<file path="src/rtl/adp_cfg.svh">
// Purpose: Constants for the converter port and result register bank
// Assumes: Byte-indexed offsets, byte address is four times the index
// Notes: Included by bare name
`ifndef ADP_CFG_SVH
`define ADP_CFG_SVH

// ----------------------------------------
// Register indices
// ----------------------------------------
`define ADP_IDX_ENABLE_HIGH 8'h0C
`define ADP_IDX_ENABLE_LOW 8'h0D
`define ADP_IDX_LEVEL_HIGH 8'h0E
`define ADP_IDX_LEVEL_LOW 8'h0F
`define ADP_IDX_TRIGGER_CFG 8'h01
`define ADP_IDX_CONV_CTL5 8'h05
`define ADP_IDX_MODE 8'h06
`define ADP_IDX_RESULT_BASE 8'h10
`define ADP_IDX_RESULT_LAST 8'h1F

// ----------------------------------------
// Field positions and reset values
// ----------------------------------------
`define ADP_TRIG_CH_LSB 0
`define ADP_TRIG_SEL_BIT 5
`define ADP_TRIG_EN_BIT 7
`define ADP_CTL5_SIGNED_BIT 6
`define ADP_CTL5_JUSTIFY_BIT 7
`define ADP_MODE_SPECIAL_BIT 0
`define ADP_TRIG_CFG_RESET 8'h0F
`define ADP_ENABLE_RESET 8'h00
`define ADP_CTL5_RESET 8'h00
`define ADP_LEVEL_RESET 16'hFFFF
`define ADP_RESULT_BITS 10
`define ADP_CHANNELS 16

`endif

</file>
<file path="src/rtl/adp_pkg.sv">
// Purpose: Types for the converter port and result register bank
// Assumes: Nothing beyond the header
// Notes: Carriers only
package adp_pkg;
  typedef struct packed {
    logic cyc;
    logic stb;
    logic we;
    logic [3:0] sel;
    logic [31:0] adr;
    logic [31:0] dat;
  } adp_wbreq_s;

  typedef struct packed {
    logic ack;
    logic [31:0] dat;
  } adp_wbrsp_s;

  typedef struct packed {
    logic valid;
    logic [3:0] slot;
    logic [9:0] value;
  } adp_conv_s;
endpackage

</file>
<file path="src/rtl/adp_result_mem.sv">
// Purpose: Sixteen-entry result store with registered read data
// Assumes: One write port, one read port, same clock
// Notes: Read data lags the address by one cycle
`timescale 1ns/1ps
module adp_result_mem #(
  parameter int Depth = 16,
  parameter int Width = 16,
  parameter int AddrW = 4
) (
  input wire logic core_clk,
  input wire logic clkEn,
  input wire logic wrEn,
  input wire logic [AddrW-1:0] wrAddr,
  input wire logic [Width-1:0] wrData,
  input wire logic [AddrW-1:0] rdAddr,
  output logic [Width-1:0] rdData_q
);
  logic [Width-1:0] store [Depth];

  always_ff @(posedge core_clk) begin
    if (clkEn && wrEn) begin
      store[wrAddr] <= wrData;
    end
  end

  always_ff @(posedge core_clk) begin
    if (clkEn) begin
      rdData_q <= store[rdAddr];
    end
  end
endmodule

</file>
<file path="src/rtl/adp_port_results.sv">
// Purpose: Digital input enables, pin level ports and conversion results
// Assumes: Classic Wishbone slave, byte index times four is the address
// Notes: Sequencer and analog machine live elsewhere and feed convIn
`timescale 1ns/1ps
`include "adp_cfg.svh"
module adp_port_results #(
  parameter int Channels = `ADP_CHANNELS,
  parameter int ResultBits = `ADP_RESULT_BITS
) (
  input wire logic core_clk,
  input wire logic rst,
  input wire logic clkEn,
  input wire adp_pkg::adp_wbreq_s wbReq,
  output adp_pkg::adp_wbrsp_s wbRsp,
  input wire adp_pkg::adp_conv_s convIn,
  input wire logic [15:0] analogInputPin,
  output logic [15:0] inputBufferEnableBit
);
  // ----------------------------------------
  // Bus decode
  // ----------------------------------------
  logic [7:0] regIdx;
  logic busReq;
  logic ack_q;
  logic wrStrobe;
  logic laneLow;
  logic [31:0] rdData_q;
  logic busTake;
  logic regWrite;
  logic hitEnableHigh;
  logic hitEnableLow;
  logic hitTrigger;
  logic hitCtl5;
  logic hitMode;
  logic hitResult;

  function automatic logic isResult(input logic [7:0] idx);
    isResult = (idx >= `ADP_IDX_RESULT_BASE) && (idx <= `ADP_IDX_RESULT_LAST);
  endfunction

  // One compare shape for every single-index register keeps the decode on the same index bits
  function automatic logic hitIndex(input logic [7:0] idx, input logic [7:0] target);
    hitIndex = (idx == target);
  endfunction

  assign regIdx = wbReq.adr[9:2];
  assign busReq = wbReq.cyc && wbReq.stb;
  // Single wait state, ack drops the cycle after it was given
  assign busTake = busReq && !ack_q;
  assign wrStrobe = busTake && wbReq.we && clkEn;
  assign laneLow = wbReq.sel[0];
  // Register bytes ride on lane zero only
  assign regWrite = wrStrobe && laneLow;

  assign hitEnableHigh = hitIndex(regIdx, `ADP_IDX_ENABLE_HIGH);
  assign hitEnableLow = hitIndex(regIdx, `ADP_IDX_ENABLE_LOW);
  assign hitTrigger = hitIndex(regIdx, `ADP_IDX_TRIGGER_CFG);
  assign hitCtl5 = hitIndex(regIdx, `ADP_IDX_CONV_CTL5);
  assign hitMode = hitIndex(regIdx, `ADP_IDX_MODE);
  assign hitResult = isResult(regIdx);

  always_ff @(posedge core_clk) begin
    if (rst) begin
      ack_q <= 1'b0;
    end else if (clkEn) begin
      ack_q <= busTake;
    end
  end

  // ----------------------------------------
  // Control registers
  // ----------------------------------------
  logic [7:0] enableHigh_q;
  logic [7:0] enableLow_q;
  logic [7:0] triggerCfg_q;
  logic [7:0] convCtl5_q;
  logic specialMode_q;

  always_ff @(posedge core_clk) begin
    if (rst) begin
      enableHigh_q <= `ADP_ENABLE_RESET;
    end else if (regWrite && hitEnableHigh) begin
      enableHigh_q <= wbReq.dat[7:0];
    end
  end

  always_ff @(posedge core_clk) begin
    if (rst) begin
      enableLow_q <= `ADP_ENABLE_RESET;
    end else if (regWrite && hitEnableLow) begin
      enableLow_q <= wbReq.dat[7:0];
    end
  end

  always_ff @(posedge core_clk) begin
    if (rst) begin
      triggerCfg_q <= `ADP_TRIG_CFG_RESET;
    end else if (regWrite && hitTrigger) begin
      triggerCfg_q <= wbReq.dat[7:0];
    end
  end

  always_ff @(posedge core_clk) begin
    if (rst) begin
      convCtl5_q <= `ADP_CTL5_RESET;
    end else if (regWrite && hitCtl5) begin
      convCtl5_q <= wbReq.dat[7:0];
    end
  end

  always_ff @(posedge core_clk) begin
    if (rst) begin
      specialMode_q <= 1'b0;
    end else if (regWrite && hitMode) begin
      specialMode_q <= wbReq.dat[`ADP_MODE_SPECIAL_BIT];
    end
  end

  // Enable bits go out to the pads to switch the buffers
  assign inputBufferEnableBit = {enableHigh_q, enableLow_q};

  // ----------------------------------------
  // Pin level port
  // ----------------------------------------
  logic [15:0] pinMeta_q;
  logic [15:0] pinSync_q;
  logic [15:0] pinLevel_q;
  logic trigEnable;
  logic trigFromPin;
  logic [3:0] trigChannel;
  wire logic [15:0] trigMatch;
  wire logic [15:0] passMask;

  assign trigEnable = triggerCfg_q[`ADP_TRIG_EN_BIT];
  assign trigFromPin = !triggerCfg_q[`ADP_TRIG_SEL_BIT];
  assign trigChannel = triggerCfg_q[`ADP_TRIG_CH_LSB +: 4];

  always_ff @(posedge core_clk) begin
    if (rst) begin
      pinMeta_q <= `ADP_LEVEL_RESET;
      pinSync_q <= `ADP_LEVEL_RESET;
    end else if (clkEn) begin
      pinMeta_q <= analogInputPin;
      pinSync_q <= pinMeta_q;
    end
  end

  // Disabled buffers read as one unless the pin trigger selects that channel, whose level then passes
  genvar ch;
  generate
    for (ch = 0; ch < Channels; ch++) begin : gPin
      assign trigMatch[ch] = trigEnable && trigFromPin && (trigChannel == 4'(ch));
      assign passMask[ch] = inputBufferEnableBit[ch] || trigMatch[ch];
    end
  endgenerate

  always_ff @(posedge core_clk) begin
    if (rst) begin
      pinLevel_q <= `ADP_LEVEL_RESET;
    end else if (clkEn) begin
      pinLevel_q <= (pinSync_q & passMask) | ~passMask;
    end
  end

  // ----------------------------------------
  // Result formatting and store
  // ----------------------------------------
  logic justifyLeft;
  logic signedReq;
  logic [15:0] formatted;
  logic [ResultBits-1:0] rawValue;
  logic memWrEn;
  logic [3:0] memWrAddr;
  logic [15:0] memWrData;
  logic [15:0] memRdData;
  logic swResultWr;

  assign justifyLeft = convCtl5_q[`ADP_CTL5_JUSTIFY_BIT];
  assign signedReq = convCtl5_q[`ADP_CTL5_SIGNED_BIT];
  assign rawValue = convIn.value[ResultBits-1:0];

  always_comb begin
    formatted = 16'h0000;
    case ({justifyLeft, signedReq})
      2'b11: begin
        // Offset binary to two's complement is a flip of the top bit
        formatted[15 -: ResultBits] = {~rawValue[ResultBits-1], rawValue[ResultBits-2:0]};
      end
      2'b10: begin
        formatted[15 -: ResultBits] = rawValue;
      end
      default: begin
        // Right justification ignores the signed request
        formatted[ResultBits-1:0] = rawValue;
      end
    endcase
  end

  // Software write in special mode only
  assign swResultWr = wrStrobe && hitResult && specialMode_q;

  // The converter takes the port; a software write in that same cycle is lost
  always_comb begin
    memWrEn = 1'b0;
    memWrAddr = regIdx[3:0];
    memWrData = wbReq.dat[15:0];
    if (convIn.valid) begin
      memWrEn = 1'b1;
      memWrAddr = convIn.slot;
      memWrData = formatted;
    end else if (swResultWr) begin
      memWrEn = 1'b1;
    end
  end

  adp_result_mem #(
    .Depth(16),
    .Width(16),
    .AddrW(4)
  ) uResultMem (
    .core_clk(core_clk),
    .clkEn(clkEn),
    .wrEn(memWrEn),
    .wrAddr(memWrAddr),
    .wrData(memWrData),
    .rdAddr(regIdx[3:0]),
    .rdData_q(memRdData)
  );

  // ----------------------------------------
  // Read mux
  // ----------------------------------------
  logic [7:0] readByte;

  // Level ports have no write path at all, so a write there only acks
  always_comb begin
    readByte = 8'h00;
    case (regIdx)
      `ADP_IDX_ENABLE_HIGH: begin
        readByte = enableHigh_q;
      end
      `ADP_IDX_ENABLE_LOW: begin
        readByte = enableLow_q;
      end
      `ADP_IDX_LEVEL_HIGH: begin
        readByte = pinLevel_q[15:8];
      end
      `ADP_IDX_LEVEL_LOW: begin
        readByte = pinLevel_q[7:0];
      end
      `ADP_IDX_TRIGGER_CFG: begin
        readByte = triggerCfg_q;
      end
      `ADP_IDX_CONV_CTL5: begin
        readByte = convCtl5_q;
      end
      `ADP_IDX_MODE: begin
        readByte = {7'h00, specialMode_q};
      end
      default: begin
        readByte = 8'h00;
      end
    endcase
  end

  // Result data arrive from the memory register in the ack cycle
  always_ff @(posedge core_clk) begin
    if (rst) begin
      rdData_q <= 32'h0000_0000;
    end else if (clkEn) begin
      rdData_q <= {24'h00_0000, readByte};
    end
  end

  always_comb begin
    wbRsp.ack = ack_q;
    if (hitResult) begin
      wbRsp.dat = {16'h0000, memRdData};
    end else begin
      wbRsp.dat = rdData_q;
    end
  end
endmodule

</file>
<file path="config.mk">
export PLATFORM = sky130hd
export DESIGN_NAME = adp_port_results
export DESIGN_NICKNAME = d
export VERILOG_FILES = /design/src/rtl/adp_pkg.sv /design/src/rtl/adp_result_mem.sv /design/src/rtl/adp_port_results.sv
export VERILOG_INCLUDE_DIRS = /design/src /design/src/rtl
export SDC_FILE = /design/constraint.sdc
export NUM_CORES = 1
export LEC_CHECK = 0
export BUFFER_PORTS_ARGS = -buffer_cell sky130_fd_sc_hd__buf_2
export CORE_ASPECT_RATIO = 0.9
export CORE_MARGIN = 1
export CORE_UTILIZATION = 30
export CTS_BUF_LIST = sky130_fd_sc_hd__clkbuf_8
export DETAILED_ROUTE_END_ITERATION = 10
export MAX_ROUTING_LAYER = met4
export PLACE_DENSITY_LB_ADDON = 0.05
export SLEW_MARGIN = 40
export SYNTH_ARGS = -nofsm -noshare
export SYNTH_HDL_FRONTEND = slang
export SYNTH_SLANG_ARGS = --single-unit
</file>
<file path="constraint.sdc">
create_clock -name core_clk -period 3.2 [get_ports core_clk]
set_input_delay 0.64 -clock core_clk [delete_from_list [all_inputs] [get_ports core_clk]]
set_output_delay 0.64 -clock core_clk [all_outputs]
set_load 0.05 [all_outputs]
</file>
**Yosys cells after proc, flatten, opt, wreduce, memory -nomap -nowiden**

Memories as Yosys holds them, arrays and structs flattened. A register that Yosys moved wholly into a read port is not among the register bits.
Cells that the tools add are included.

- Flip-flop bits (word level): 90
- RAM bits: 256
- Input bits: 105
- Word-level logic and storage cells: 103
- Memories: 1

Memories:

| name | words | bits a word | rd ports | clocked after memory_dff | write ports | line | text |
|---|---|---|---|---|---|---|---|
| uResultMem.store | 16 | 16 | 1 | 1 | 1 | adp_result_mem.sv:18 | `logic [Width-1:0] store [Depth];` |

- $lt $le $gt $ge: 2
- Eq/ne operators: 24
- Mux-type cells: 11
- Bitwise logic cells: 4
- Reductions and logical operators: 51

Operators by type and width:

| cell | count |
|---|---|
| $pmux W8 S7 | 1 |
| $eq A4 B4 Y1 const B | 8 |
| $eq A8 B4 Y1 const B | 4 |
| $mux W16 | 2 |
| $logic_and A1 B1 Y1 | 31 |
| $and A16 B16 Y16 | 1 |
| $eq A4 B3 Y1 const B | 4 |
| $eq A8 B3 Y1 const B | 2 |
| $logic_or A1 B1 Y1 | 16 |
| $not A16 Y16 | 1 |
| $or A16 B16 Y16 | 1 |
| $pmux W6 S2 | 1 |
| $eq A4 B2 Y1 const B | 2 |
| $eq A8 B1 Y1 const B | 1 |
| $ge A8 B5 Y1 const B | 1 |
| $le A8 B5 Y1 const B | 1 |
| $mux W4 | 2 |
| $mux W6 | 1 |
| $eq A2 B2 Y1 const B | 2 |
| $eq A4 B1 Y1 const B | 1 |
| $logic_not A4 Y1 | 1 |
| $mux W1 | 4 |
| $logic_not A1 Y1 | 2 |
| $reduce_or A2 Y1 | 1 |
| $not A1 Y1 | 1 |

**Longest topological paths before layout**

Gate-level depths: netlist of the first run.

- Depth in word-level cells: 11
- Gate-level depth with buffers: 7
- Depth with buffers taken out: 4

**By module**

From an unflattened synthesis of the first run, not the netlist that was laid out.

- Cell total of the unflattened synthesis: 952
- Area, all modules: 14854.2 µm²

Modules (own cells, without submodules):

| module | instances | cells an instance | area an instance (µm²) | seq. area each (µm²) |
|---|---|---|---|---|
| adp_result_mem | 1 | 433 | 10244.8 | 8167.8 |
| adp_port_results | 1 | 519 | 4609.4 | 1801.7 |

**Worst setup path after synthesis of the first run**

Ideal clock, no wire load.

- Kind: input-to-reg
- Start: input wbReq[39] in the netlist's numbering
- End: memory uResultMem.store[8][0] (enable)
- Library setup time: 388 ps
- Arrival time: 2380 ps
- Slack: 431 ps
- Cell stages on the path: 4
- Path buffers: 0
- Cells stage by stage: nor4b_4 > nand4b_1 > o32a_1 > nor2_1

- Longest elaborated chain between the ends: 9
- Elaborated cells on any way between the ends: 10
- Those cells by class: 2 x order compare; 4 x mux; 4 x reduce/logical

RTL lines:

| what | line | text |
|---|---|---|
| start, declared | adp_port_results.sv:13 | `input wire adp_pkg::adp_wbreq_s wbReq,` |
| $ge A8 B5 Y1 (no source line) / $le A8 B5 Y1 (equally long branches) | - |  |
| $logic_and A1 B1 Y1 (*) | adp_port_results.sv:38 | `` isResult = (idx >= `ADP_IDX_RESULT_BASE) && (idx <= `ADP_IDX_RESULT_LAST); `` |
| $logic_and A1 B1 Y1 (*) (2 in series) | adp_port_results.sv:200 | `assign swResultWr = wrStrobe && hitResult && specialMode_q;` |
| $mux W1 (*) | adp_port_results.sv:211 | `end else if (swResultWr) begin` |
| $mux W1 (*) | adp_port_results.sv:207 | `if (convIn.valid) begin` |
| $logic_and A1 B1 Y1 (*) | adp_result_mem.sv:21 | `if (clkEn && wrEn) begin` |
| $mux W1 (*) | adp_result_mem.sv:21 |  |
| $mux W1 (implied by the code) (*) | adp_result_mem.sv:22 | `store[wrAddr] <= wrData;` |
| end, declared | adp_result_mem.sv:18 |  |

Every way passes the cells marked *; elsewhere a longest branch is shown, timed or not.

==> results.env, run 1 <==
PLACEMENTROWS=77
NETS=1228
PWR-SHARE-SEQ_PCT=52.6
FINAL_WEIGHTED_CONGESTION_IN_ROUTABILITY_DRIVEN_PLACEMENT=0.7777
TOTAL_CTS_BUFFERS=67
TRITONCTS='yes'
SKEW_FINAL_NS=0.02703
POST_CTS_RESIZE_COUNT=0
SYNTH_AREA_LEADERS='sky130_fd_sc_hd__edfxtp_1 (55%), sky130_fd_sc_hd__dfxtp_1 (12%), sky130_fd_sc_hd__mux4_2 (12%)'
CTSLONGESTPATHBUFFERS=3
CTS_SINKS=362
DIE-AREA_SQ_MM=0.05048
CELL_COUNT_AFTER_SYNTHESIS=952
FINAL_LAYOUT_SIZE_SUFFIX_GT1_SHARE_PCT=31.01
RSZ0062_AT_GRT='false'
CELL_INTERNAL_PWR_uW=7458
GRT_MAX_DEGREE=74
GRT_UTIL_ALL_LAYERS_PCT=17.90
YOSYSUNIQUECELLTYPES=58
ROUTE.DETAILED.WL_PER_INST_MICRONS=24.01
DETAIL-ROUTE-ANTENNA-NETS=0
SYNTH.YOSYS.SEQ_AREA_SHARE_PCT=67.02
FIRST_PASS_GRT_WIRE_LENGTH_MICRONS=62030
YOSYS.CELL_COUNT.TOP_TYPE='sky130_fd_sc_hd__edfxtp_1'
POST-CTS-SETUP-BUFFERS=0
DIE_H_MICRONS=213.3
TIMING.CRITICAL_PATH.TO_TYPE='output pin'
CRIT_PATH_FREQUENT_CELL='sky130_fd_sc_hd__buf_2'
CRIT_TYPE='input port to output pin'
POSTSYNTHREGISTERBITS=362
GRT-OVFL-TOTAL=0
CTSHTREEMAXLEVEL=3
IO_BUFFER_COUNT=94
SLOWEST_STAGE_DELAY_CP_NS=0.42
CELLLEAKAGEPOWER_uW=0.005996
PERIOD_NEEDED_NS=2.763
SYNTH_COMMON_CELLS='sky130_fd_sc_hd__edfxtp_1 (272), sky130_fd_sc_hd__dfxtp_1 (90), sky130_fd_sc_hd__mux4_2 (78), sky130_fd_sc_hd__nand2_1 (64), sky130_fd_sc_hd__o21ai_0 (62)'
ROUTE.DETAILED.VIAS_PER_INST=4.885
OUTCOME='finished clean'
MAX_FREQ_MHz=361.9
SYNTHESIS.YOSYS.WARNINGS=0
CELLPOWERDENSITY_mW_PER_MM2=557.0
FINAL.FILL_COUNT=4704
SYNTHARSTFLOPSHARE_PCT=0
CHIPWIDTH_MICRONS=236.7
FP.COREAREA_SQ_MM=0.04904
NUMBER_OF_HOLD_REPAIR_BUFFERS_ADDED_AT_THE_CTS_STAGE=0
POSTLAYOUTCOREUTIL_PCT=36.03
FLOORPLAN.INITIALDENSITY_PCT=30.33
PATH_CELLS='buf_2, nor4b_4, buf_4, mux2_2, buf_2'
COMB_POWER_SHARE_PCT=6.8
POWER_FRAC_CLOCK_PCT=40.6
FINALWIRELENGTH_MICRONS=43390
FIN_CRIT_SH_PCT=86.34
CRITICAL_PATH_PEAK_FANOUT=11
MAX_SLEW_MARGIN_PCT=45.85
CLOCK_TRANSITION_TIME_AT_THE_FLIP_FLOP_CLOCK_PINS_OF_THE_WORST_SETUP_AND_HOLD_PATHS_NS=0.05
SYNTH_TOP_FLOP_CELL='sky130_fd_sc_hd__edfxtp_1'
FINAL_HOLD_VIOL_COUNT=0
WORST_EP_ARRIVAL_TIME_NS=2.12
NET-SWITCHING-POWER_uW=2383
CLOCK-ROOT-BUFFER='sky130_fd_sc_hd__clkbuf_8'
SYNTH_ENABLE_FLOP_CELLS=272
SYNTH_LARGEST_AREA_CELL='sky130_fd_sc_hd__edfxtp_1'
IO_PINS=154
SW_FRAC_OF_TOTAL_PCT=24.21
GRT_ANTENNA_BEFORE_REPAIR=2
TIMING.HOLD.WORST.CLASS='input port to flop'
DETAIL_ROUTE.ITER0.VIOLATIONS=611
AREA.GROWTH.SYNTH_TO_FINAL_PCT=18.76
HOLD_WS_NS=0.2259
START_KIND='input port'
YOSYS.AREA.TOP_TYPE_SHARE_PCT=54.91
SLEW_VIOLATIONS=0
TOTALNEGATIVESETUPSLACK_NS=0
ROUTED-VIA-COUNT=8828
FIRST_PASS_ITERS=5
CRITICAL-PATH-SLOWEST-CELL='sky130_fd_sc_hd__nor4b_4'
VDD.IR_DROP.WORST_uV=256.1
REQUIRED_NS=2.56
MAX_CAP_VIOL_COUNT=0
SYN_AREA_SQ_MM=0.01488
POST_SYNTH.CELL_AREA_AVG_SQ_UM=15.63
FINALSETUPVIOLATIONS=0
DRT_DRC_VIOLATIONS_LEFT=0
GRT_PASS1_VIAS=8839
CLK-INSERTION-DELAY-LATE_NS=0.63
TRANSITION_AT_THE_PIN_WITH_THE_SMALLEST_MAX_TRANSITION_SLACK_NS=0.8014
POST-DP-HPWL_MICRONS=28800
## area by class of cell
cell class	instances	area, sq um	share of cell area, %
flip-flops and latches	362	9970	56.43
clock inverters	49	217.7	1.232
clock buffers	71	977.2	5.531
multi-input cells	512	4534	25.67
inverters	14	52.55	0.2975
well taps	632	790.8	4.476
repair buffers	166	1122	6.353
diodes	1	2.502	0.01416
## sequential cells by signal (all words and copies together), names as in the netlist
signal,cells
ack_q,1
triggerCfg_q,8
enableHigh_q,8
enableLow_q,8
specialMode_q,1
pinMeta_q,16
convCtl5_q,8
uResultMem.store,256
pinLevel_q,16
uResultMem.rdData_q,16
rdData_q,8
pinSync_q,16
## logic make-up after synthesis
family                 after synthesis  share of synthesized area (%)
flip-flops                         362                          67.02
AND/OR/NAND/NOR                    202                          7.234
AO/OA/AOI/OAI                      152                          5.879
multiplexers                       141                          16.49
buffers and inverters               93                          3.289
XOR/XNOR                             1                        0.05889
other                                1                        0.02521
## placed cells by master, fill, tap and decap left out, types with 3 or more instances in the layout
master	n
sky130_fd_sc_hd__dfxtp_1	90
sky130_fd_sc_hd__inv_6	3
sky130_fd_sc_hd__clkbuf_8	71
sky130_fd_sc_hd__nand4_1	19
sky130_fd_sc_hd__mux4_1	3
sky130_fd_sc_hd__a22o_1	6
sky130_fd_sc_hd__clkinv_2	6
sky130_fd_sc_hd__o21ai_1	8
sky130_fd_sc_hd__nor3b_1	17
sky130_fd_sc_hd__o2bb2ai_1	4
sky130_fd_sc_hd__mux2_2	12
sky130_fd_sc_hd__a31oi_1	4
sky130_fd_sc_hd__buf_4	66
sky130_fd_sc_hd__buf_2	91
sky130_fd_sc_hd__nand2_1	64
sky130_fd_sc_hd__edfxtp_1	272
sky130_fd_sc_hd__mux2i_1	46
sky130_fd_sc_hd__and2_1	11
sky130_fd_sc_hd__nand3_1	21
sky130_fd_sc_hd__nor2b_1	5
sky130_fd_sc_hd__clkinv_1	15
sky130_fd_sc_hd__o21ai_2	4
sky130_fd_sc_hd__a21oi_1	46
sky130_fd_sc_hd__nor2_1	26
sky130_fd_sc_hd__inv_1	35
sky130_fd_sc_hd__buf_12	8
sky130_fd_sc_hd__mux4_2	78
sky130_fd_sc_hd__o211ai_1	6
sky130_fd_sc_hd__clkinvlp_4	3
sky130_fd_sc_hd__o21ai_0	57
sky130_fd_sc_hd__a22oi_1	3
sky130_fd_sc_hd__conb_1	16
sky130_fd_sc_hd__nor2_2	16
## final timing paths
| path | startpoint | to | depth (start not counted) | slack (ns) |
|---|---|---|---|---|
| worst max-delay path | wbReq[39] | wbRsp[1] | 5 | 0.44 |
| worst min-delay path | analogInputPin[0] | pinMeta_q[0] | 3 | 0.23 |
| worst max register to register | ack_q | uResultMem.store[3][10] | 5 | 0.94 |
| worst min register to register | rdData_q[2] | rdData_q[2] | 2 | 0.45 |
## power by group through the flow
stage	combinational (uW)	sequential (uW)	clock [uW]
5_1_grt	719	5180	4350
3_3_place_gp	680	5280	0
6_report	665	5180	4000
4_1_cts	681	5180	4160
2_1_floorplan	430	5260	0
3_5_place_dp	679	5280	0
## critical path, delay by kind of cell
family | cells | cell delay, ns
buf+inv | 3 | 0.65
simple gates | 1 | 0.42
mux | 1 | 0.40
## stage by stage
stage | area [sq um] | cells | setup WS [ns] | total power, uW
final | 17670 | 1807 | 0.4372 | 9841
after global routing | 17670 | 1807 | 0.3687 | 10250
after CTS | 17660 | 1806 | 0.3938 | 10010
after detailed placement | 16470 | 1686 | 0.3989 | 5954
after global placement | 16450 | 1686 | 0.4144 | 5955
after floorplan | 14930 | 967 | 0.4312 | 5694
## metal layers
metal / share of wire [%] / GRT usage (%) / vias to the layer above
met5: 0 / - / -
met4: 1.9 / 4.590 / 0
met3: 3.9 / 3.620 / 77
met2: 43 / 25.17 / 192
met1: 51 / 26.19 / 4502
li1: - / - / 4057
Power figures use the tool's default switching activity.
==> run 2, diff against run 1 <==
clock period = 3 ns   (was 3.2 ns; I/O delays follow)
==> results.env, run 2 (synthesized netlist as in run 1, its figures left out) <==
FINALSETUPVIOLATIONS=0  # unchanged
CELLPOWERDENSITY_mW_PER_MM2=588.4  # was 557.0 mW/mm^2
POST-DP-HPWL_MICRONS=29230  # was 28800 microns
WORST_R2R_STARTPOINT='ack_q'  # unchanged
CRIT_PATH_FREQUENT_CELL='sky130_fd_sc_hd__buf_2'  # unchanged
FIRST_PASS_ITERS=5  # unchanged
CELLLEAKAGEPOWER_uW=0.006014  # was 0.005996 uW
GRT_MAX_DEGREE=49  # was 74
DIE_H_MICRONS=213.3  # unchanged
IO_BUFFER_COUNT=94  # unchanged
CTSLONGESTPATHBUFFERS=3  # unchanged
SKEW_FINAL_NS=0.01921  # was 0.02703 ns
TOTALNEGATIVESETUPSLACK_NS=0  # unchanged
MET3_USAGE_PCT=4.034  # was 3.620%
NUMBER_OF_HOLD_REPAIR_BUFFERS_ADDED_AT_THE_CTS_STAGE=0  # unchanged
FINAL_HOLD_VIOL_COUNT=0  # unchanged
WORSTREGTOREGCELLS=5  # unchanged
REQUIRED_NS=2.40  # was 2.56 ns
COMB_POWER_SHARE_PCT=6.9  # was 6.8%
GR-USAGE-MET1_PCT=26.90  # was 26.19%
FINAL_WEIGHTED_CONGESTION_IN_ROUTABILITY_DRIVEN_PLACEMENT=0.7683  # was 0.7777
TOP_REGISTER='uResultMem.store'  # unchanged
TRANSITION_AT_THE_PIN_WITH_THE_SMALLEST_MAX_TRANSITION_SLACK_NS=0.7697  # was 0.8014 ns
CP.BUFFERS_INVERTERS=3  # unchanged
CRITPATHTOPFAMILY='buffers and inverters'  # unchanged
ROUTE.DETAILED.VIAS_PER_INST=4.979  # was 4.885
TIMING.HOLD.WORST.CLASS='input port to flop'  # unchanged
DETAIL_ROUTE.ITER0.VIOLATIONS=710  # was 611
DETAIL-ROUTE-ANTENNA-NETS=0  # unchanged
HOLD_WS_NS=0.2109  # was 0.2259 ns
GRT_UTIL_ALL_LAYERS_PCT=18.48  # was 17.90%
ROUTE.DETAILED.WL_PER_INST_MICRONS=24.78  # was 24.01 microns
ROUTED-VIA-COUNT=8987  # was 8828
TOTAL_CTS_BUFFERS=66  # was 67
FIRST_PASS_GRT_WIRE_LENGTH_MICRONS=63780  # was 62030 microns
PATH_CELLS='buf_2, nor4b_4, buf_4, mux2_2, buf_2'  # unchanged
DRT_DRC_VIOLATIONS_LEFT=0  # unchanged
CTS_SINKS=362  # unchanged
CRITICAL_PATH_DEPTH=5  # unchanged
CLOCK_TRANSITION_TIME_AT_THE_FLIP_FLOP_CLOCK_PINS_OF_THE_WORST_SETUP_AND_HOLD_PATHS_NS=0.06  # was 0.05 ns
CTSHTREEMAXLEVEL=3  # unchanged
MAX_FREQ_MHz=367.2
CHIPWIDTH_MICRONS=236.7  # unchanged
DIE-AREA_SQ_MM=0.05048  # unchanged
IO_PINS=154  # unchanged
CRITICAL_PATH.STARTPOINT='wbReq[39]'  # unchanged
GRT_MOST_USED_LAYER='met1'  # unchanged
MAX_SLEW_MARGIN_PCT=47.99  # was 45.85%
POST_CTS_RESIZE_COUNT=0  # unchanged
FLOORPLAN.INITIALDENSITY_PCT=30.33  # unchanged
GLOBAL_ROUTE.USAGE.MET2_PCT=25.91  # was 25.17%
CLK-INSERTION-DELAY-LATE_NS=0.61  # was 0.63 ns
PWR-SHARE-SEQ_PCT=53.1  # was 52.6%
CLOCK-ROOT-BUFFER='sky130_fd_sc_hd__clkbuf_8'  # unchanged
NET-SWITCHING-POWER_uW=2515  # was 2383 uW
GRT-OVFL-TOTAL=0  # unchanged
NETS=1229  # was 1228
SLOWEST_STAGE_DELAY_CP_NS=0.47  # was 0.42 ns
OUTCOME='finished clean'  # unchanged
MOST_USED_CELLS_IN_THE_LAYOUT_EXCLUDING_FILL_AND_TAP_CELLS='sky130_fd_sc_hd__edfxtp_1 (272), sky130_fd_sc_hd__buf_2 (91), sky130_fd_sc_hd__dfxtp_1 (90), sky130_fd_sc_hd__mux4_2 (78), sky130_fd_sc_hd__clkbuf_8 (69)'  # was sky130_fd_sc_hd__edfxtp_1 (272), sky130_fd_sc_hd__buf_2 (91), sky130_fd_sc_hd__dfxtp_1 (90), sky130_fd_sc_hd__mux4_2 (78), sky130_fd_sc_hd__clkbuf_8 (71)
WORST_SETUP_PATH_ENDPOINT='wbRsp[0]'  # was wbRsp[1]
POSTLAYOUTCOREUTIL_PCT=36.03  # about the same
CRITICAL-PATH-SLOWEST-CELL='sky130_fd_sc_hd__nor4b_4'  # unchanged
DESIGN_POWER_TOTAL_uW=10400  # was 9841 uW
WORST_EP_ARRIVAL_TIME_NS=2.12  # about the same
TRITONCTS='yes'  # unchanged
FINALWIRELENGTH_MICRONS=44720  # was 43390 microns
AREA.GROWTH.SYNTH_TO_FINAL_PCT=18.79  # was 18.76%
RSZ0062_AT_GRT='false'  # unchanged
CRITICAL_PATH_PEAK_FANOUT=11  # unchanged
LARGEST_REG_FLOPS=256  # unchanged
FP.COREAREA_SQ_MM=0.04904  # unchanged
POST-CTS-SETUP-BUFFERS=0  # unchanged
TIMING.CRITICAL_PATH.TO_TYPE='output pin'  # unchanged
FINAL.FILL_COUNT=4716  # was 4704
SW_FRAC_OF_TOTAL_PCT=24.19  # was 24.21%
WORSTREG2REGEND='uResultMem.store[9][6]'  # was uResultMem.store[3][10]
PERIOD_NEEDED_NS=2.724
CRIT_TYPE='input port to output pin'  # unchanged
GRT_PASS1_VIAS=8877  # was 8839
PLACEMENTROWS=77  # unchanged
MAX_CAP_VIOL_COUNT=0  # unchanged
SLEW_VIOLATIONS=0  # unchanged
CELL_INTERNAL_PWR_uW=7883  # was 7458 uW
FIN_CRIT_SH_PCT=90.78
WORST-R2R-SETUP-SLACK_NS=0.81  # was 0.94 ns
START_KIND='input port'  # unchanged
GRT_ANTENNA_BEFORE_REPAIR=1  # was 2
LAYOUT.CELLS.MOST_COMMON='sky130_fd_sc_hd__edfxtp_1'  # unchanged
POWER_FRAC_CLOCK_PCT=40.0  # was 40.6%
VDD.IR_DROP.WORST_uV=282.8  # was 256.1 uV
FINAL_LAYOUT_SIZE_SUFFIX_GT1_SHARE_PCT=30.55  # was 31.01%
==> run 2: area by class of cell <==
cell class	count	area (sq um)	share of cell area, %
diodes	1	2.502	0.01416
clock buffers	69	949.7	5.374
multi-input cells	512	4531	25.64
clock inverters	47	191.4	1.083
well taps	632	790.8	4.475
repair buffers	168	1184	6.698
inverters	14	52.55	0.2974
flip-flops and latches	362	9970	56.42
==> run 2: tightest hold or removal path, delay by kind of cell <==
family        cells  cell delay, ns
buf+inv           1            0.07
simple gates      1            0.05
mux               1            0.05
==> run 2: per-layer routing <==
layer / part of all wire, % / wire (microns)
met1: 49 / 22040
met2: 43 / 19400
met3: 5.3 / 2365
met4: 2.0 / 909
met5: 0 / 0
==> run 2: how the worst min path moves through the flow <==
| stage | start | endpoint | cells past startpoint |
|---|---|---|---|
| floorplan | rdData_q[6] | rdData_q[6] | 2 |
| global placement | convCtl5_q[4] | convCtl5_q[4] | 2 |
| detailed placement | pinMeta_q[1] | pinMeta_q[1] | 2 |
| CTS | analogInputPin[0] | pinMeta_q[0] | 3 |
| finish | analogInputPin[0] | pinMeta_q[0] | 3 |
| global route | analogInputPin[5] | pinMeta_q[5] | 3 |
==> run 2: metrics by stage <==
step	cells	setup slack, ns	instance area [sq um]
2_1_floorplan	967	0.2712	14930
3_3_place_gp	1688	0.2974	16520
3_5_place_dp	1688	0.2732	16530
4_1_cts	1804	0.2756	17670
5_1_grt	1805	0.1867	17670
6_report	1805	0.2765	17670
==> run 2: power by group through the flow <==
stage                     sequential (uW)  combinational [uW]  clock (uW)
after floorplan                      5620                 458           0
after global placement               5630                 731           0
after detailed placement             5630                 731           0
after CTS                            5520                 733        4320
after global routing                 5530                 775        4490
final                                5520                 717        4160
==> run 3, diff against run 2 <==
CORE_UTILIZATION = 39   (was 30)
==> results.env, run 3 (synthesized netlist as in run 1, its figures left out) <==
FIRST_PASS_ITERS=5  # unchanged
SKEW_FINAL_NS=0.01485  # was 0.01921 ns
CRITICAL_PATH_PEAK_FANOUT=16  # was 11
WORST_EP_ARRIVAL_TIME_NS=2.10  # was 2.12 ns
NETS=1222  # was 1229
CLK-INSERTION-DELAY-LATE_NS=0.64  # was 0.61 ns
FIRST_PASS_GRT_WIRE_LENGTH_MICRONS=59630  # was 63780 microns
TOP_REGISTER='uResultMem.store'  # unchanged
POST-DP-HPWL_MICRONS=26090  # was 29230 microns
CP.BUFFERS_INVERTERS=3  # unchanged
CTSLONGESTPATHBUFFERS=3  # unchanged
WORSTREG2REGEND='uResultMem.store[3][12]'  # was uResultMem.store[9][6]
REQUIRED_NS=2.40  # about the same
CRITICAL-PATH-SLOWEST-CELL='sky130_fd_sc_hd__mux2_2'  # was sky130_fd_sc_hd__nor4b_4
CELLLEAKAGEPOWER_uW=0.005958  # was 0.006014 uW
MAX_FREQ_MHz=370.4  # was 367.2 MHz
CRIT_TYPE='input port to output pin'  # unchanged
GRT_UTIL_ALL_LAYERS_PCT=21.94  # was 18.48%
RSZ0062_AT_GRT='false'  # unchanged
GRT_PASS1_VIAS=8774  # was 8877
WORST_R2R_STARTPOINT='ack_q'  # unchanged
CRIT_PATH_FREQUENT_CELL='sky130_fd_sc_hd__buf_2'  # unchanged
SLEW_VIOLATIONS=0  # unchanged
POST_CTS_RESIZE_COUNT=0  # unchanged
LARGEST_REG_FLOPS=256  # unchanged
FP.COREAREA_SQ_MM=0.03739  # was 0.04904 sq mm
SLOWEST_STAGE_DELAY_CP_NS=0.42  # was 0.47 ns
WORST-R2R-SETUP-SLACK_NS=0.82  # was 0.81 ns
MOST_USED_CELLS_IN_THE_LAYOUT_EXCLUDING_FILL_AND_TAP_CELLS='sky130_fd_sc_hd__edfxtp_1 (272), sky130_fd_sc_hd__buf_2 (91), sky130_fd_sc_hd__dfxtp_1 (90), sky130_fd_sc_hd__mux4_2 (78), sky130_fd_sc_hd__clkbuf_8 (66)'  # was sky130_fd_sc_hd__edfxtp_1 (272), sky130_fd_sc_hd__buf_2 (91), sky130_fd_sc_hd__dfxtp_1 (90), sky130_fd_sc_hd__mux4_2 (78), sky130_fd_sc_hd__clkbuf_8 (69)
CTSHTREEMAXLEVEL=2  # was 3
DIE_H_MICRONS=187.3  # was 213.3 microns
GRT-OVFL-TOTAL=0  # unchanged
FINAL_LAYOUT_SIZE_SUFFIX_GT1_SHARE_PCT=30.82  # was 30.55%
FIN_CRIT_SH_PCT=89.99  # was 90.78%
CHIPWIDTH_MICRONS=207.9  # was 236.7 microns
HOLD_WS_NS=0.1750  # was 0.2109 ns
INSERTEDDIODECOUNT=0  # was 1
IO_PINS=154  # unchanged
TIMING.HOLD.WORST.CLASS='input port to flop'  # unchanged
OUTCOME='finished clean'  # unchanged
TIMING.CRITICAL_PATH.TO_TYPE='output pin'  # unchanged
GRT_MAX_DEGREE=39  # was 49
TOTAL_CTS_BUFFERS=60  # was 66
FINALWIRELENGTH_MICRONS=40790  # was 44720 microns
DETAIL-ROUTE-ANTENNA-NETS=0  # unchanged
CRITPATHTOPFAMILY='buffers and inverters'  # unchanged
FINALSETUPVIOLATIONS=0  # unchanged
PLACEMENTROWS=67  # was 77
FLOORPLAN.INITIALDENSITY_PCT=39.79  # was 30.33%
ROUTED-VIA-COUNT=8880  # was 8987
TOTALNEGATIVESETUPSLACK_NS=0  # unchanged
WORSTREGTOREGCELLS=5  # unchanged
START_KIND='input port'  # unchanged
MAX_CAP_VIOL_COUNT=0  # unchanged
NUMBER_OF_HOLD_REPAIR_BUFFERS_ADDED_AT_THE_CTS_STAGE=0  # unchanged
CLOCK_TRANSITION_TIME_AT_THE_FLIP_FLOP_CLOCK_PINS_OF_THE_WORST_SETUP_AND_HOLD_PATHS_NS=0.06  # about the same
ROUTE.DETAILED.VIAS_PER_INST=5.379  # was 4.979
FINAL_HOLD_VIOL_COUNT=0  # unchanged
CLOCK-ROOT-BUFFER='sky130_fd_sc_hd__clkbuf_8'  # unchanged
TRANSITION_AT_THE_PIN_WITH_THE_SMALLEST_MAX_TRANSITION_SLACK_NS=0.6612  # was 0.7697 ns
HOLDPATHEND='pinMeta_q[2]'  # was pinMeta_q[0]
AREA.GROWTH.SYNTH_TO_FINAL_PCT=17.32  # was 18.79%
PERIOD_NEEDED_NS=2.700  # was 2.724 ns
POST-CTS-SETUP-BUFFERS=0  # unchanged
GRT_ANTENNA_BEFORE_REPAIR=0  # was 1
FINAL_WEIGHTED_CONGESTION_IN_ROUTABILITY_DRIVEN_PLACEMENT=0.8376  # was 0.7683
CELLPOWERDENSITY_mW_PER_MM2=593.1  # was 588.4 mW/mm^2
MAX_SLEW_MARGIN_PCT=55.32  # was 47.99%
PATH_CELLS='buf_2, nor4b_4, buf_4, mux2_2, buf_2'  # unchanged
IO_BUFFER_COUNT=94  # unchanged
CTS_SINKS=362  # unchanged
TRITONCTS='yes'  # unchanged
LAYOUT.CELLS.MOST_COMMON='sky130_fd_sc_hd__edfxtp_1'  # unchanged
TIMING.HOLD.WORST_PATH_DEPTH=3  # unchanged
DIE-AREA_SQ_MM=0.03893  # was 0.05048 sq mm
DETAIL_ROUTE.ITER0.VIOLATIONS=676  # was 710
DRT_DRC_VIOLATIONS_LEFT=0  # unchanged
TIMING.HOLD.WORST.START='analogInputPin[2]'  # was analogInputPin[0]
VDD.IR_DROP.WORST_uV=339.6  # was 282.8 uV
ROUTE.DETAILED.WL_PER_INST_MICRONS=24.71  # was 24.78 microns
==> run 3: worst reg2reg max path, delay by kind of cell (launching register included) <==
kind,cells,cell delay [ns]
AOI/OAI and AO/OA,1,0.54
buffers and inverters,1,0.28
DFF,1,0.33
and+or+nand+nor,3,0.70
==> run 3: per-layer routing <==
metal	global-route usage [%]	share of wire, %	vias to the layer above
met3	4.869	6.0	51
met5	-	0	-
met4	4.473	1.5	0
met2	31.27	44	259
met1	32.16	49	4512
li1	-	-	4058
==> run 3: how the worst max path moves through the flow <==
stage                          from                      to  slack (ns)  depth (start not counted)
after CTS                 wbReq[39]                wbRsp[2]        0.28                          5
after floorplan           wbReq[39]  uResultMem.store[8][0]        0.27                          4
final                     wbReq[39]                wbRsp[2]        0.30                          5
after detailed placement  wbReq[39]                wbRsp[2]        0.28                          5
after global routing      wbReq[39]                wbRsp[2]        0.23                          5
after global placement    wbReq[39]                wbRsp[2]        0.30                          5
==> run 3: final cells by class <==
| class | instances | area [sq um] |
|---|---|---|
| Timing Repair Buffer | 167 | 1164 |
| Clock inverter | 47 | 234.0 |
| Clock buffer | 66 | 908.4 |
| Inverter | 14 | 52.55 |
| Fill cell | 3387 | 19940 |
| Multi-Input combinational cell | 512 | 4519 |
| Tap cell | 483 | 604.3 |
| Sequential cell | 362 | 9970 |
==> run 3: power by group <==
part | leakage [uW] | internal, uW | switching (uW)
clock | 0.000649 | 2110 | 2010
sequential | 0.00307 | 5490 | 28.5
combinational | 0.00224 | 272 | 438
total | 0.00596 | 7880 | 2470
==> run 3: through the flow <==
step | instance area [sq um] | worst slack, ns | utilization [%] | cells | total power [uW]
6_report | 17450 | 0.3003 | 46.68 | 1651 | 10350
4_1_cts | 17450 | 0.2754 | 46.68 | 1651 | 10500
3_5_place_dp | 16310 | 0.2775 | 43.62 | 1538 | 6341
2_1_floorplan | 14930 | 0.2712 | - | 967 | 6074
3_3_place_gp | 16310 | 0.2983 | 43.62 | 1538 | 6338
5_1_grt | 17450 | 0.2293 | 46.68 | 1651 | 10750
